## config.mk

```make
export PLATFORM = sky130hd
export DESIGN_NAME = stack_and_interrupt_control
export DESIGN_NICKNAME = d
export VERILOG_FILES = /design/src/common/irq_stack_pkg.sv /design/src/verilog/irq_flag_bank.sv /design/src/verilog/irq_priority_pick.sv /design/src/verilog/stack_and_interrupt_control.sv
export SDC_FILE = /design/constraint.sdc
export NUM_CORES = 1
export LEC_CHECK = 0
export ABC_AREA = 1
export BUFFER_PORTS_ARGS = -buffer_cell sky130_fd_sc_hd__buf_2
export CORE_MARGIN = 1
export CORE_UTILIZATION = 45
export DETAILED_ROUTE_END_ITERATION = 10
export GPL_ROUTABILITY_DRIVEN = 0
export PLACE_DENSITY = 0.72
export RECOVER_POWER = 50
export SYNTH_ARGS = -nofsm -noshare
export SYNTH_HDL_FRONTEND = slang
export SYNTH_SLANG_ARGS = --single-unit
```

## constraint.sdc

```tcl
create_clock -name ref_clk -period 1.95 [get_ports ref_clk]
set_input_delay 0.2925 -clock ref_clk [delete_from_list [all_inputs] [get_ports ref_clk]]
set_output_delay 0.2925 -clock ref_clk [all_outputs]
set_load 0.05 [all_outputs]
```

## src/common/irq_stack_pkg.sv

```systemverilog
// shared constants and types for the stack and interrupt control block
package irq_stack_pkg;

  ////////////////////////////////////////////////////////////////////////////
  // i/o register offsets
  localparam logic [5:0] SP_LO_OFS = 6'h10;
  localparam logic [5:0] SP_HI_OFS = 6'h11;
  localparam logic [5:0] FLAG_OFS = 6'h12;
  localparam logic [5:0] GIC_OFS = 6'h13;
  localparam logic [5:0] IEN_OFS = 6'h14;
  localparam logic [5:0] IPEND_OFS = 6'h15;

  // field positions
  localparam int GIE_BIT = 7;
  localparam int VTS_BIT = 1;

  // values after reset
  localparam logic [15:0] SP_RST = 16'h0000;
  localparam logic [7:0] FLAG_RST = 8'h00;
  localparam logic [7:0] GIC_RST = 8'h00;
  localparam logic [7:0] IEN_RST = 8'h00;

  // vector layout: words between two vectors, reset sits at index zero
  localparam logic [15:0] VEC_STRIDE = 16'h0002;
  localparam logic [15:0] VEC_LOW_BASE = 16'h0000;

  // byte counts moved by each stack operation
  localparam logic [1:0] ONE_BYTE = 2'h1;
  localparam logic [1:0] TWO_BYTES = 2'h2;

  ////////////////////////////////////////////////////////////////////////////
  // stack operations requested by the core
  typedef enum logic [2:0] {
    OP_PUSH,
    OP_POP,
    OP_CALL,
    OP_SUB_RETURN,
    OP_IRQ_RETURN
  } stack_op_t;

  typedef struct packed {
    logic valid;
    stack_op_t kind;
    logic [15:0] data;
  } stack_req_t;

  typedef struct packed {
    logic wr;
    logic rd;
    logic [15:0] addr;
    logic [7:0] wdata;
  } mem_port_t;

  typedef struct packed {
    logic wr;
    logic rd;
    logic [5:0] addr;
    logic [7:0] wdata;
  } io_req_t;

endpackage

```

## src/verilog/irq_flag_bank.sv

```systemverilog
// latched pending flags: set by events, cleared by entry or by write of one
`timescale 1ns/1ps
module irq_flag_bank #(
  parameter int N_SRC = 8
) (
  // clock and reset
  input wire logic ref_clk,
  input wire logic nrst,
  // flag control
  input wire logic [N_SRC-1:0] set_i,
  input wire logic [N_SRC-1:0] hw_clr,
  input wire logic [N_SRC-1:0] sw_clr,
  // flag state
  output logic [N_SRC-1:0] flags_q
);

  initial begin
    if (N_SRC < 1 || N_SRC > 8) $error("irq_flag_bank: N_SRC must be 1..8");
  end

  ////////////////////////////////////////////////////////////////////////////
  // set wins over either clear in the same cycle
  always_ff @(posedge ref_clk) begin
    if (!nrst) begin
      flags_q <= '0;
    end else begin
      flags_q <= (flags_q & ~(hw_clr | sw_clr)) | set_i;
    end
  end

endmodule // irq_flag_bank

```

## src/verilog/irq_priority_pick.sv

```systemverilog
// picks the pending request with the lowest index, i.e. lowest vector
`timescale 1ns/1ps
module irq_priority_pick #(
  parameter int N_SRC = 8
) (
  // requests
  input wire logic [N_SRC-1:0] req,
  // winner
  output logic any,
  output logic [2:0] idx
);

  initial begin
    if (N_SRC < 1 || N_SRC > 8) $error("irq_priority_pick: N_SRC must be 1..8");
  end

  // scan from the top so the lowest set bit is the last one kept
  function automatic logic [2:0] lowest_set(input logic [N_SRC-1:0] v);
    logic [2:0] r;
    r = 3'h0;
    for (int i = N_SRC - 1; i >= 0; i--) begin
      if (v[i]) r = i[2:0];
    end
    return r;
  endfunction

  ////////////////////////////////////////////////////////////////////////////
  assign any = |req;
  assign idx = lowest_set(req);

endmodule // irq_priority_pick

```

## src/verilog/stack_and_interrupt_control.sv

```systemverilog
// stack pointer, stack transfers and interrupt masking, priority and entry
`timescale 1ns/1ps
module stack_and_interrupt_control #(
  parameter int SP_W = 16,
  parameter int N_SRC = 8,
  parameter logic [7:0] LEVEL_MASK = 8'h00,
  parameter logic [15:0] BOOT_START = 16'h1800
) (
  // clock and reset
  input wire logic ref_clk,
  input wire logic nrst,
  // core stack requests
  input wire irq_stack_pkg::stack_req_t op_req,
  output logic op_ready,
  output logic op_done_q,
  output logic [15:0] op_result_q,
  // core instruction flow
  input wire logic instr_boundary,
  input wire logic [15:0] pc,
  input wire logic sei_instr,
  input wire logic cli_instr,
  // data memory holding the stack
  output irq_stack_pkg::mem_port_t mem,
  input wire logic [7:0] mem_rdata,
  // i/o register port
  input wire irq_stack_pkg::io_req_t io,
  output logic [7:0] io_rdata_q,
  // interrupt sources
  input wire logic [N_SRC-1:0] src_event,
  input wire logic [N_SRC-1:0] src_level,
  // static configuration
  input wire logic boot_reset_fuse,
  input wire logic app_section_lock_bit,
  input wire logic boot_section_lock_bit,
  // vectoring to the core
  output logic irq_vector_valid_q,
  output logic [15:0] irq_vector_q,
  output logic [15:0] reset_vector_q,
  output logic global_irq_enable
);

  initial begin
    if (SP_W < 8 || SP_W > 16) $error("stack_and_interrupt_control: SP_W must be 8..16");
    if (N_SRC < 1 || N_SRC > 8) $error("stack_and_interrupt_control: N_SRC must be 1..8");
  end

  localparam logic [15:0] SP_MASK = 16'((32'h1 << SP_W) - 32'h1);
  localparam logic [N_SRC-1:0] LVL = LEVEL_MASK[N_SRC-1:0];

  typedef enum logic [1:0] {
    S_IDLE,
    S_WR,
    S_RD,
    S_WAIT
  } xfer_state_t;

  ////////////////////////////////////////////////////////////////////////////
  // state
  xfer_state_t st_q, st_d;
  irq_stack_pkg::stack_op_t kind_q;
  logic is_entry_q;
  logic [1:0] left_q;
  logic [15:0] data_q;
  logic rd_pend_q;
  logic [15:0] sp_q;
  logic gie_q;
  logic [6:0] flag_rest_q;
  logic [7:0] gic_q;
  logic [N_SRC-1:0] ien_q;
  logic hold_q;
  logic [N_SRC-1:0] pend_q;
  logic [15:0] vec_addr_q;

  // combinational
  logic accept;
  logic take;
  logic suppress;
  logic any_req;
  logic [2:0] win_idx;
  logic [N_SRC-1:0] req;
  logic [N_SRC-1:0] win_onehot;
  logic [N_SRC-1:0] sw_clr;
  logic [15:0] vec_base;
  logic xfer_done;
  logic irq_return_done;
  logic io_wr_at;

  function automatic logic [15:0] vec_of(input logic [15:0] base, input logic [2:0] i);
    return 16'(base + irq_stack_pkg::VEC_STRIDE * ({13'h0, i} + 16'h0001));
  endfunction

  ////////////////////////////////////////////////////////////////////////////
  // request masking and priority
  assign req = ((pend_q & ~LVL) | (src_level & LVL)) & ien_q;

  irq_priority_pick #(
    .N_SRC(N_SRC)
  ) u_pick (
    .req(req),
    .any(any_req),
    .idx(win_idx)
  );

  // boot lock: no interrupts while running in a locked section whose vectors live
  // in the other section
  assign suppress = (app_section_lock_bit && pc < BOOT_START && gic_q[irq_stack_pkg::VTS_BIT])
                 || (boot_section_lock_bit && pc >= BOOT_START
                     && !gic_q[irq_stack_pkg::VTS_BIT]);

  // taken only at an instruction end, with the engine free
  assign take = instr_boundary && st_q == S_IDLE && gie_q && !cli_instr
             && !hold_q && !suppress && any_req;
  assign op_ready = st_q == S_IDLE && !take;
  assign accept = op_req.valid && op_ready;

  assign win_onehot = N_SRC'(1) << win_idx;
  assign vec_base = gic_q[irq_stack_pkg::VTS_BIT] ? BOOT_START
                                                  : irq_stack_pkg::VEC_LOW_BASE;

  ////////////////////////////////////////////////////////////////////////////
  // latched flags
  assign io_wr_at = io.wr && io.addr == irq_stack_pkg::IPEND_OFS;
  assign sw_clr = io_wr_at ? io.wdata[N_SRC-1:0] : '0;

  irq_flag_bank #(
    .N_SRC(N_SRC)
  ) u_flags (
    .ref_clk(ref_clk),
    .nrst(nrst),
    .set_i(src_event & ~LVL),
    .hw_clr(take ? (win_onehot & ~LVL) : '0),
    .sw_clr(sw_clr),
    .flags_q(pend_q)
  );

  ////////////////////////////////////////////////////////////////////////////
  // transfer engine next state
  always_comb begin
    st_d = st_q;
    case (st_q)
      S_IDLE: begin
        if (take) begin
          st_d = S_WR;
        end else if (accept) begin
          case (op_req.kind)
            irq_stack_pkg::OP_PUSH, irq_stack_pkg::OP_CALL: st_d = S_WR;
            default: st_d = S_RD;
          endcase
        end
      end
      S_WR: begin
        if (left_q == irq_stack_pkg::ONE_BYTE) st_d = S_WAIT;
      end
      S_RD: begin
        if (left_q == irq_stack_pkg::ONE_BYTE) st_d = S_WAIT;
      end
      S_WAIT: st_d = S_IDLE;
      default: st_d = S_IDLE;
    endcase
  end

  assign xfer_done = st_q == S_WAIT;
  assign irq_return_done = xfer_done && kind_q == irq_stack_pkg::OP_IRQ_RETURN && !is_entry_q;

  always_ff @(posedge ref_clk) begin
    if (!nrst) begin
      st_q <= S_IDLE;
    end else begin
      st_q <= st_d;
    end
  end

  // operation details captured on acceptance or on interrupt entry
  always_ff @(posedge ref_clk) begin
    if (!nrst) begin
      kind_q <= irq_stack_pkg::OP_PUSH;
      is_entry_q <= 1'b0;
      left_q <= 2'h0;
      data_q <= 16'h0000;
    end else if (take) begin
      kind_q <= irq_stack_pkg::OP_CALL;
      is_entry_q <= 1'b1;
      left_q <= irq_stack_pkg::TWO_BYTES;
      data_q <= pc;
    end else if (accept) begin
      kind_q <= op_req.kind;
      is_entry_q <= 1'b0;
      case (op_req.kind)
        irq_stack_pkg::OP_PUSH, irq_stack_pkg::OP_POP: left_q <= irq_stack_pkg::ONE_BYTE;
        default: left_q <= irq_stack_pkg::TWO_BYTES;
      endcase
      data_q <= op_req.kind == irq_stack_pkg::OP_PUSH ? {8'h00, op_req.data[7:0]}
                                                       : op_req.data;
    end else if (st_q == S_WR || st_q == S_RD) begin
      left_q <= 2'(left_q - 2'h1);
      data_q <= {8'h00, data_q[15:8]}; // low byte first, high byte below it
    end
  end

  ////////////////////////////////////////////////////////////////////////////
  // stack memory port: writes at the pointer, reads one above it
  always_comb begin
    mem.wr = st_q == S_WR;
    mem.rd = st_q == S_RD;
    mem.addr = st_q == S_RD ? 16'((sp_q + 16'h0001) & SP_MASK) : sp_q;
    mem.wdata = data_q[7:0];
  end

  // read data returns one cycle after the strobe; high byte comes first
  always_ff @(posedge ref_clk) begin
    if (!nrst) begin
      rd_pend_q <= 1'b0;
    end else begin
      rd_pend_q <= st_q == S_RD;
    end
  end

  always_ff @(posedge ref_clk) begin
    if (!nrst) begin
      op_result_q <= 16'h0000;
    end else if (accept) begin
      op_result_q <= 16'h0000;
    end else if (rd_pend_q) begin
      op_result_q <= {op_result_q[7:0], mem_rdata};
    end
  end

  // completion pulse for core requests, vector pulse for entries
  always_ff @(posedge ref_clk) begin
    if (!nrst) begin
      op_done_q <= 1'b0;
      irq_vector_valid_q <= 1'b0;
    end else begin
      op_done_q <= xfer_done && !is_entry_q;
      irq_vector_valid_q <= xfer_done && is_entry_q;
    end
  end

  ////////////////////////////////////////////////////////////////////////////
  // stack pointer: engine moves it, software loads it when the engine is idle
  always_ff @(posedge ref_clk) begin
    if (!nrst) begin
      sp_q <= irq_stack_pkg::SP_RST;
    end else if (st_q == S_WR) begin
      sp_q <= 16'((sp_q - 16'h0001) & SP_MASK);
    end else if (st_q == S_RD) begin
      sp_q <= 16'((sp_q + 16'h0001) & SP_MASK);
    end else if (io.wr && io.addr == irq_stack_pkg::SP_LO_OFS) begin
      sp_q <= {sp_q[15:8], io.wdata} & SP_MASK;
    end else if (io.wr && io.addr == irq_stack_pkg::SP_HI_OFS) begin
      sp_q <= {io.wdata, sp_q[7:0]} & SP_MASK;
    end
  end

  ////////////////////////////////////////////////////////////////////////////
  // global enable: entry clears, return sets, then disable, enable, write
  always_ff @(posedge ref_clk) begin
    if (!nrst) begin
      gie_q <= irq_stack_pkg::FLAG_RST[irq_stack_pkg::GIE_BIT];
    end else if (take) begin
      gie_q <= 1'b0;
    end else if (irq_return_done) begin
      gie_q <= 1'b1;
    end else if (cli_instr) begin
      gie_q <= 1'b0;
    end else if (sei_instr) begin
      gie_q <= 1'b1;
    end else if (io.wr && io.addr == irq_stack_pkg::FLAG_OFS) begin
      gie_q <= io.wdata[irq_stack_pkg::GIE_BIT];
    end
  end

  assign global_irq_enable = gie_q;

  // one-instruction hold after enable and after interrupt return
  always_ff @(posedge ref_clk) begin
    if (!nrst) begin
      hold_q <= 1'b0;
    end else if (sei_instr || irq_return_done) begin
      hold_q <= 1'b1;
    end else if (instr_boundary) begin
      hold_q <= 1'b0;
    end
  end

  // remaining flag bits are plain storage, never saved or restored here
  always_ff @(posedge ref_clk) begin
    if (!nrst) begin
      flag_rest_q <= irq_stack_pkg::FLAG_RST[6:0];
    end else if (io.wr && io.addr == irq_stack_pkg::FLAG_OFS) begin
      flag_rest_q <= io.wdata[6:0];
    end
  end

  // control and enable registers
  always_ff @(posedge ref_clk) begin
    if (!nrst) begin
      gic_q <= irq_stack_pkg::GIC_RST;
      ien_q <= irq_stack_pkg::IEN_RST[N_SRC-1:0];
    end else begin
      if (io.wr && io.addr == irq_stack_pkg::GIC_OFS) gic_q <= io.wdata;
      if (io.wr && io.addr == irq_stack_pkg::IEN_OFS) ien_q <= io.wdata[N_SRC-1:0];
    end
  end

  ////////////////////////////////////////////////////////////////////////////
  // vector address of the winner, held until the entry completes
  always_ff @(posedge ref_clk) begin
    if (!nrst) begin
      vec_addr_q <= 16'h0000;
    end else if (take) begin
      vec_addr_q <= vec_of(vec_base, win_idx);
    end
  end

  always_ff @(posedge ref_clk) begin
    if (!nrst) begin
      irq_vector_q <= 16'h0000;
    end else if (xfer_done && is_entry_q) begin
      irq_vector_q <= vec_addr_q;
    end
  end

  // reset vector follows the boot fuse, sampled every cycle
  always_ff @(posedge ref_clk) begin
    if (!nrst) begin
      reset_vector_q <= irq_stack_pkg::VEC_LOW_BASE;
    end else begin
      reset_vector_q <= boot_reset_fuse ? BOOT_START : irq_stack_pkg::VEC_LOW_BASE;
    end
  end

  ////////////////////////////////////////////////////////////////////////////
  // i/o read port, one cycle latency; unmapped offsets read zero
  always_ff @(posedge ref_clk) begin
    if (!nrst) begin
      io_rdata_q <= 8'h00;
    end else if (io.rd) begin
      case (io.addr)
        irq_stack_pkg::SP_LO_OFS: io_rdata_q <= sp_q[7:0];
        irq_stack_pkg::SP_HI_OFS: io_rdata_q <= sp_q[15:8];
        irq_stack_pkg::FLAG_OFS: io_rdata_q <= {gie_q, flag_rest_q};
        irq_stack_pkg::GIC_OFS: io_rdata_q <= gic_q;
        irq_stack_pkg::IEN_OFS: io_rdata_q <= 8'(ien_q);
        irq_stack_pkg::IPEND_OFS: io_rdata_q <= 8'(pend_q);
        default: io_rdata_q <= 8'h00;
      endcase
    end
  end

endmodule // stack_and_interrupt_control
```

==> results by group <==
Synthesis
  • Dominant synthesized flop cell: dfxtp_1
  • Yosys reg bits: approximately 110
  • Yosys top cell area share: 0.333
  • Mapped cell area: around 6700 sq um
  • Ys Warns: 0
  • Seq/Total Area, Yosys: 0.333
  • Area contributors post-synth: dfxtp_1, nand2_1, nor2_1
  • Number of synthesized flops with an enable pin: 0
  • Synthesized instance count: between 1k and 1.5k
  • Synth area leader: dfxtp_1
  • Netlist cell types: 44
  • Synth Area per Inst: 6.46 sq um
  • Ys async rst share: 0

Clock tree
  • CTS tree: built
  • Root buf cell: clkbuf_16
  • H-tree level count: 3
  • Clock Tree Buf Depth: 2
  • Clock Pin Slew Worst Setup and Hold Paths: ~0.080 ns
  • Clock latency on the worst-skew pair: 0.37 ns
  • Post-CTS Hold Buffers: 0
  • CTS Buf Count: 9
  • Clk sinks: between 100 and 150

Status
  • Status: complete, but fails checks
  • Failing checks: negative setup slack

Pwr
  • Comb pwr share: 0.538
  • Final Total Pwr: roughly 11 mW
  • Peak supply drop: approximately 0.74 mV
  • Cell internal pwr: 5.81 mW
  • Pwr Density: between 1000 and 1500 nW/um^2
  • Sequential power share: 0.271
  • Sw Share: 0.462
  • Leak: just over 4 nW
  • Clock power frac: 0.191
  • Psw: between 4 and 5 mW

Global route
  • First-pass GRT wire length: slightly above 30000 um
  • Antenna violations before repair: 1
  • Number of global-route vias before repair: 6339
  • GR Util All Layers: 0.255
  • Largest net degree at the start of global routing: 39
  • Grt ovf: 0

Drt
  • Vias post-DR: 7287
  • Pre-antenna DRT Iters: 6
  • Number of antenna-violating nets in the routed design: 0
  • Final Routed Wirelength: approximately 20000 um
  • Vias/cell: roughly 5.2
  • Routed len/inst: 14.5 um
  • 1st-iter DRT viols: 605
  • Residual DRC: 0

Critical path
  • CP Depth: 9
  • Cell family with most CP delay: simple AND/OR/NAND/NOR gates
  • CP Capture Type: primary output
  • R2R Path End: data_q[5]
  • FF-to-FF path depth: 13
  • Worst setup path endpoint: mem[14]
  • CP max FO: 3
  • R2R setup slack: 0.13 ns
  • CP Launch Point: sp_q[0]
  • Critical-path cell list: ha_4 > nand2_4 > nor2_4 > buf_4 > buf_4 > a31oi_1 > nor3_2 > o21bai_4 > buf_6
  • Largest stage delay, worst path: 0.37 ns
  • CP Data Required Time: ~1.7 ns
  • Crit start category: register
  • Buf/Inv on CP: 3
  • CP max-delay cell: dfxtp_4
  • CP Data Arrival Time: 1.91 ns
  • Worst setup path class: register to primary output
  • Critical Path Most Common Cell: buf_4
  • R2r startpoint: st_q[1]

Place
  • Instance area at placement: between 7000 and 8000 sq um
  • DP HPWL: approximately 14000 um
  • Port Buffer Count: 137
  • Cell count after placement: 1356

Timing
  • Max-slew violations: 0
  • Rel. slew slack: 0.443
  • Final Setup Violations: 13
  • Final period util: 1.13
  • RSZ-0062 raised after global routing: true
  • Final worst slack: -0.253 ns
  • Post-layout min period: 2.20 ns
  • Max Clock Skew: around 0.01 ns
  • Hold WS: around 0.11 ns
  • Least-Margin Pin Slew: 0.836 ns
  • Number of hold violations in the final report: 0
  • Max Fclk: roughly 450 MHz

Floorplan
  • Ports: 170
  • Die width: ~120 um
  • Std cell rows: 44
  • Core area: approximately 14000 sq um
  • Initial Utilization: 0.461
  • Die height: roughly 120 um
  • Die area: approximately 15000 sq um

Finish
  • Post-route insts no fill: 1396
  • N_diodes: 0
  • # nets final: about 1.3k
  • Most frequent cells in the layout: nand2_1, nor2_1, inv_1
  • Commonest non-fill, non-tap cell in the layout: nand2_1
  • Share of cells above drive strength 1: 0.245
  • Design Area, Final: between 8000 and 9000 sq um
  • Area grow syn2layout: 31.8%

Flow run
  • Max-cap check violation count: 0

Hold path
  • Hold Path Class: primary input to register
worst min-delay path by stage:
stage / slack [ns] / cells past startpoint / startpoint / end
4_1_cts: 0.09 / 3 / boot_reset_fuse / reset_vector_q[11]
6_report: 0.11 / 3 / boot_reset_fuse / reset_vector_q[11]
5_1_grt: 0.09 / 3 / boot_reset_fuse / reset_vector_q[11]
3_3_place_gp: 0.43 / 2 / vec_addr_q[3] / vec_addr_q[3]
2_1_floorplan: 0.39 / 2 / boot_reset_fuse / reset_vector_q[11]
3_5_place_dp: 0.43 / 2 / vec_addr_q[3] / vec_addr_q[3]
tightest hold or removal path: cells and delay by family:
kind | cells | cell delay, ns
buffers and inverters | 2 | 0.12
and+or+nand+nor | 1 | 0.04
synth_stat cells, types with 2 or more instances:
cell type	number
nand2_1	218
nor2_1	139
inv_1	128
dfxtp_1	111
o21ai_0	100
nand3_1	69
a21oi_1	63
buf_4	36
clkbuf_1	22
nand4_1	17
mux2i_1	16
buf_2	13
ha_1	11
nor3_1	9
o31ai_1	9
o2111ai_1	8
a31oi_1	7
nor2_2	7
o22ai_1	6
xor2_1	5
inv_2	4
nand2_2	4
o21ai_1	3
a211oi_1	2
buf_1	2
clkbuf_4	2
clkinv_1	2
nor2_4	2
o211ai_1	2
per-layer routing:
metal / share of wire / wire length (um) / GRT usage / up-vias
met5: 0 / 0 / 0 / -
met4: 0.029 / 587 / 0.0964 / 0
met3: 0.078 / 1580 / 0.0691 / 53
met2: 0.47 / 9520 / 0.428 / 310
met1: 0.42 / 8500 / 0.310 / 3281
li1: - / - / - / 3643
power by group through the flow:
stage / clock network, mW / logic (mW) / registers [mW]
global placement: 0 / 4.79 / 2.87
finish: 2.06 / 5.80 / 2.92
floorplan: 0 / 3.59 / 2.88
detailed placement: 0 / 4.83 / 2.87
global route: 2.18 / 6.29 / 2.96
CTS: 2.12 / 5.20 / 2.88
cells by family (layout without fill, tap and decap cells):
logic type,Yosys count,count (layout),synth area share
muxes,16,16,0.0240
AOI/OAI and AO/OA,206,206,0.171
other,1,24,0.000562
buffers and inverters,211,368,0.144
DFF,111,111,0.333
xor gates and xnor gates,6,6,0.00788
adders and majority gates,11,11,0.0206
and+or+nand+nor,470,470,0.299
registers in the layout, indices dropped and copies added, names as in the netlist:
name and count:
flag_rest_q 7, io_rdata_q 8, sp_q 16, left_q 2
u_flags.flags_q 8, ien_q 8, hold_q 1, rd_pend_q 1
global_irq_enable 1, gic_q 8, vec_addr_q 5, irq_vector_q 5
kind_q 3, reset_vector_q 1, st_q 2, op_result_q 16
op_done_q 1, data_q 16, irq_vector_valid_q 1, is_entry_q 1
per-stage QoR:
step	setup TNS, ns	worst slack, ns	util
floorplan	-0.285	-0.135	-
global placement	0	0.0118	0.533
detailed placement	-0.0655	-0.0255	0.533
CTS	-0.795	-0.181	0.578
global route	-2.58	-0.306	0.607
finish	-1.28	-0.253	0.607
final cells by class:
cell class	instances	area, sq um
fill	1413	5690
multi-input combinational	733	3940
sequential	111	2270
timing repair buffer	218	1500
inverter	134	515
tap	184	230
clock buffer	9	225
clock inverter	7	110
repair_timing:
action | CTS | global route
gates resized for setup | 83 | 73
pin swaps | 8 | 14
setup buffers | 5 | 14
gates cloned | 1 | 4
setup endpoints to repair | 17 | 46
(Power assumes the default switching activity.)
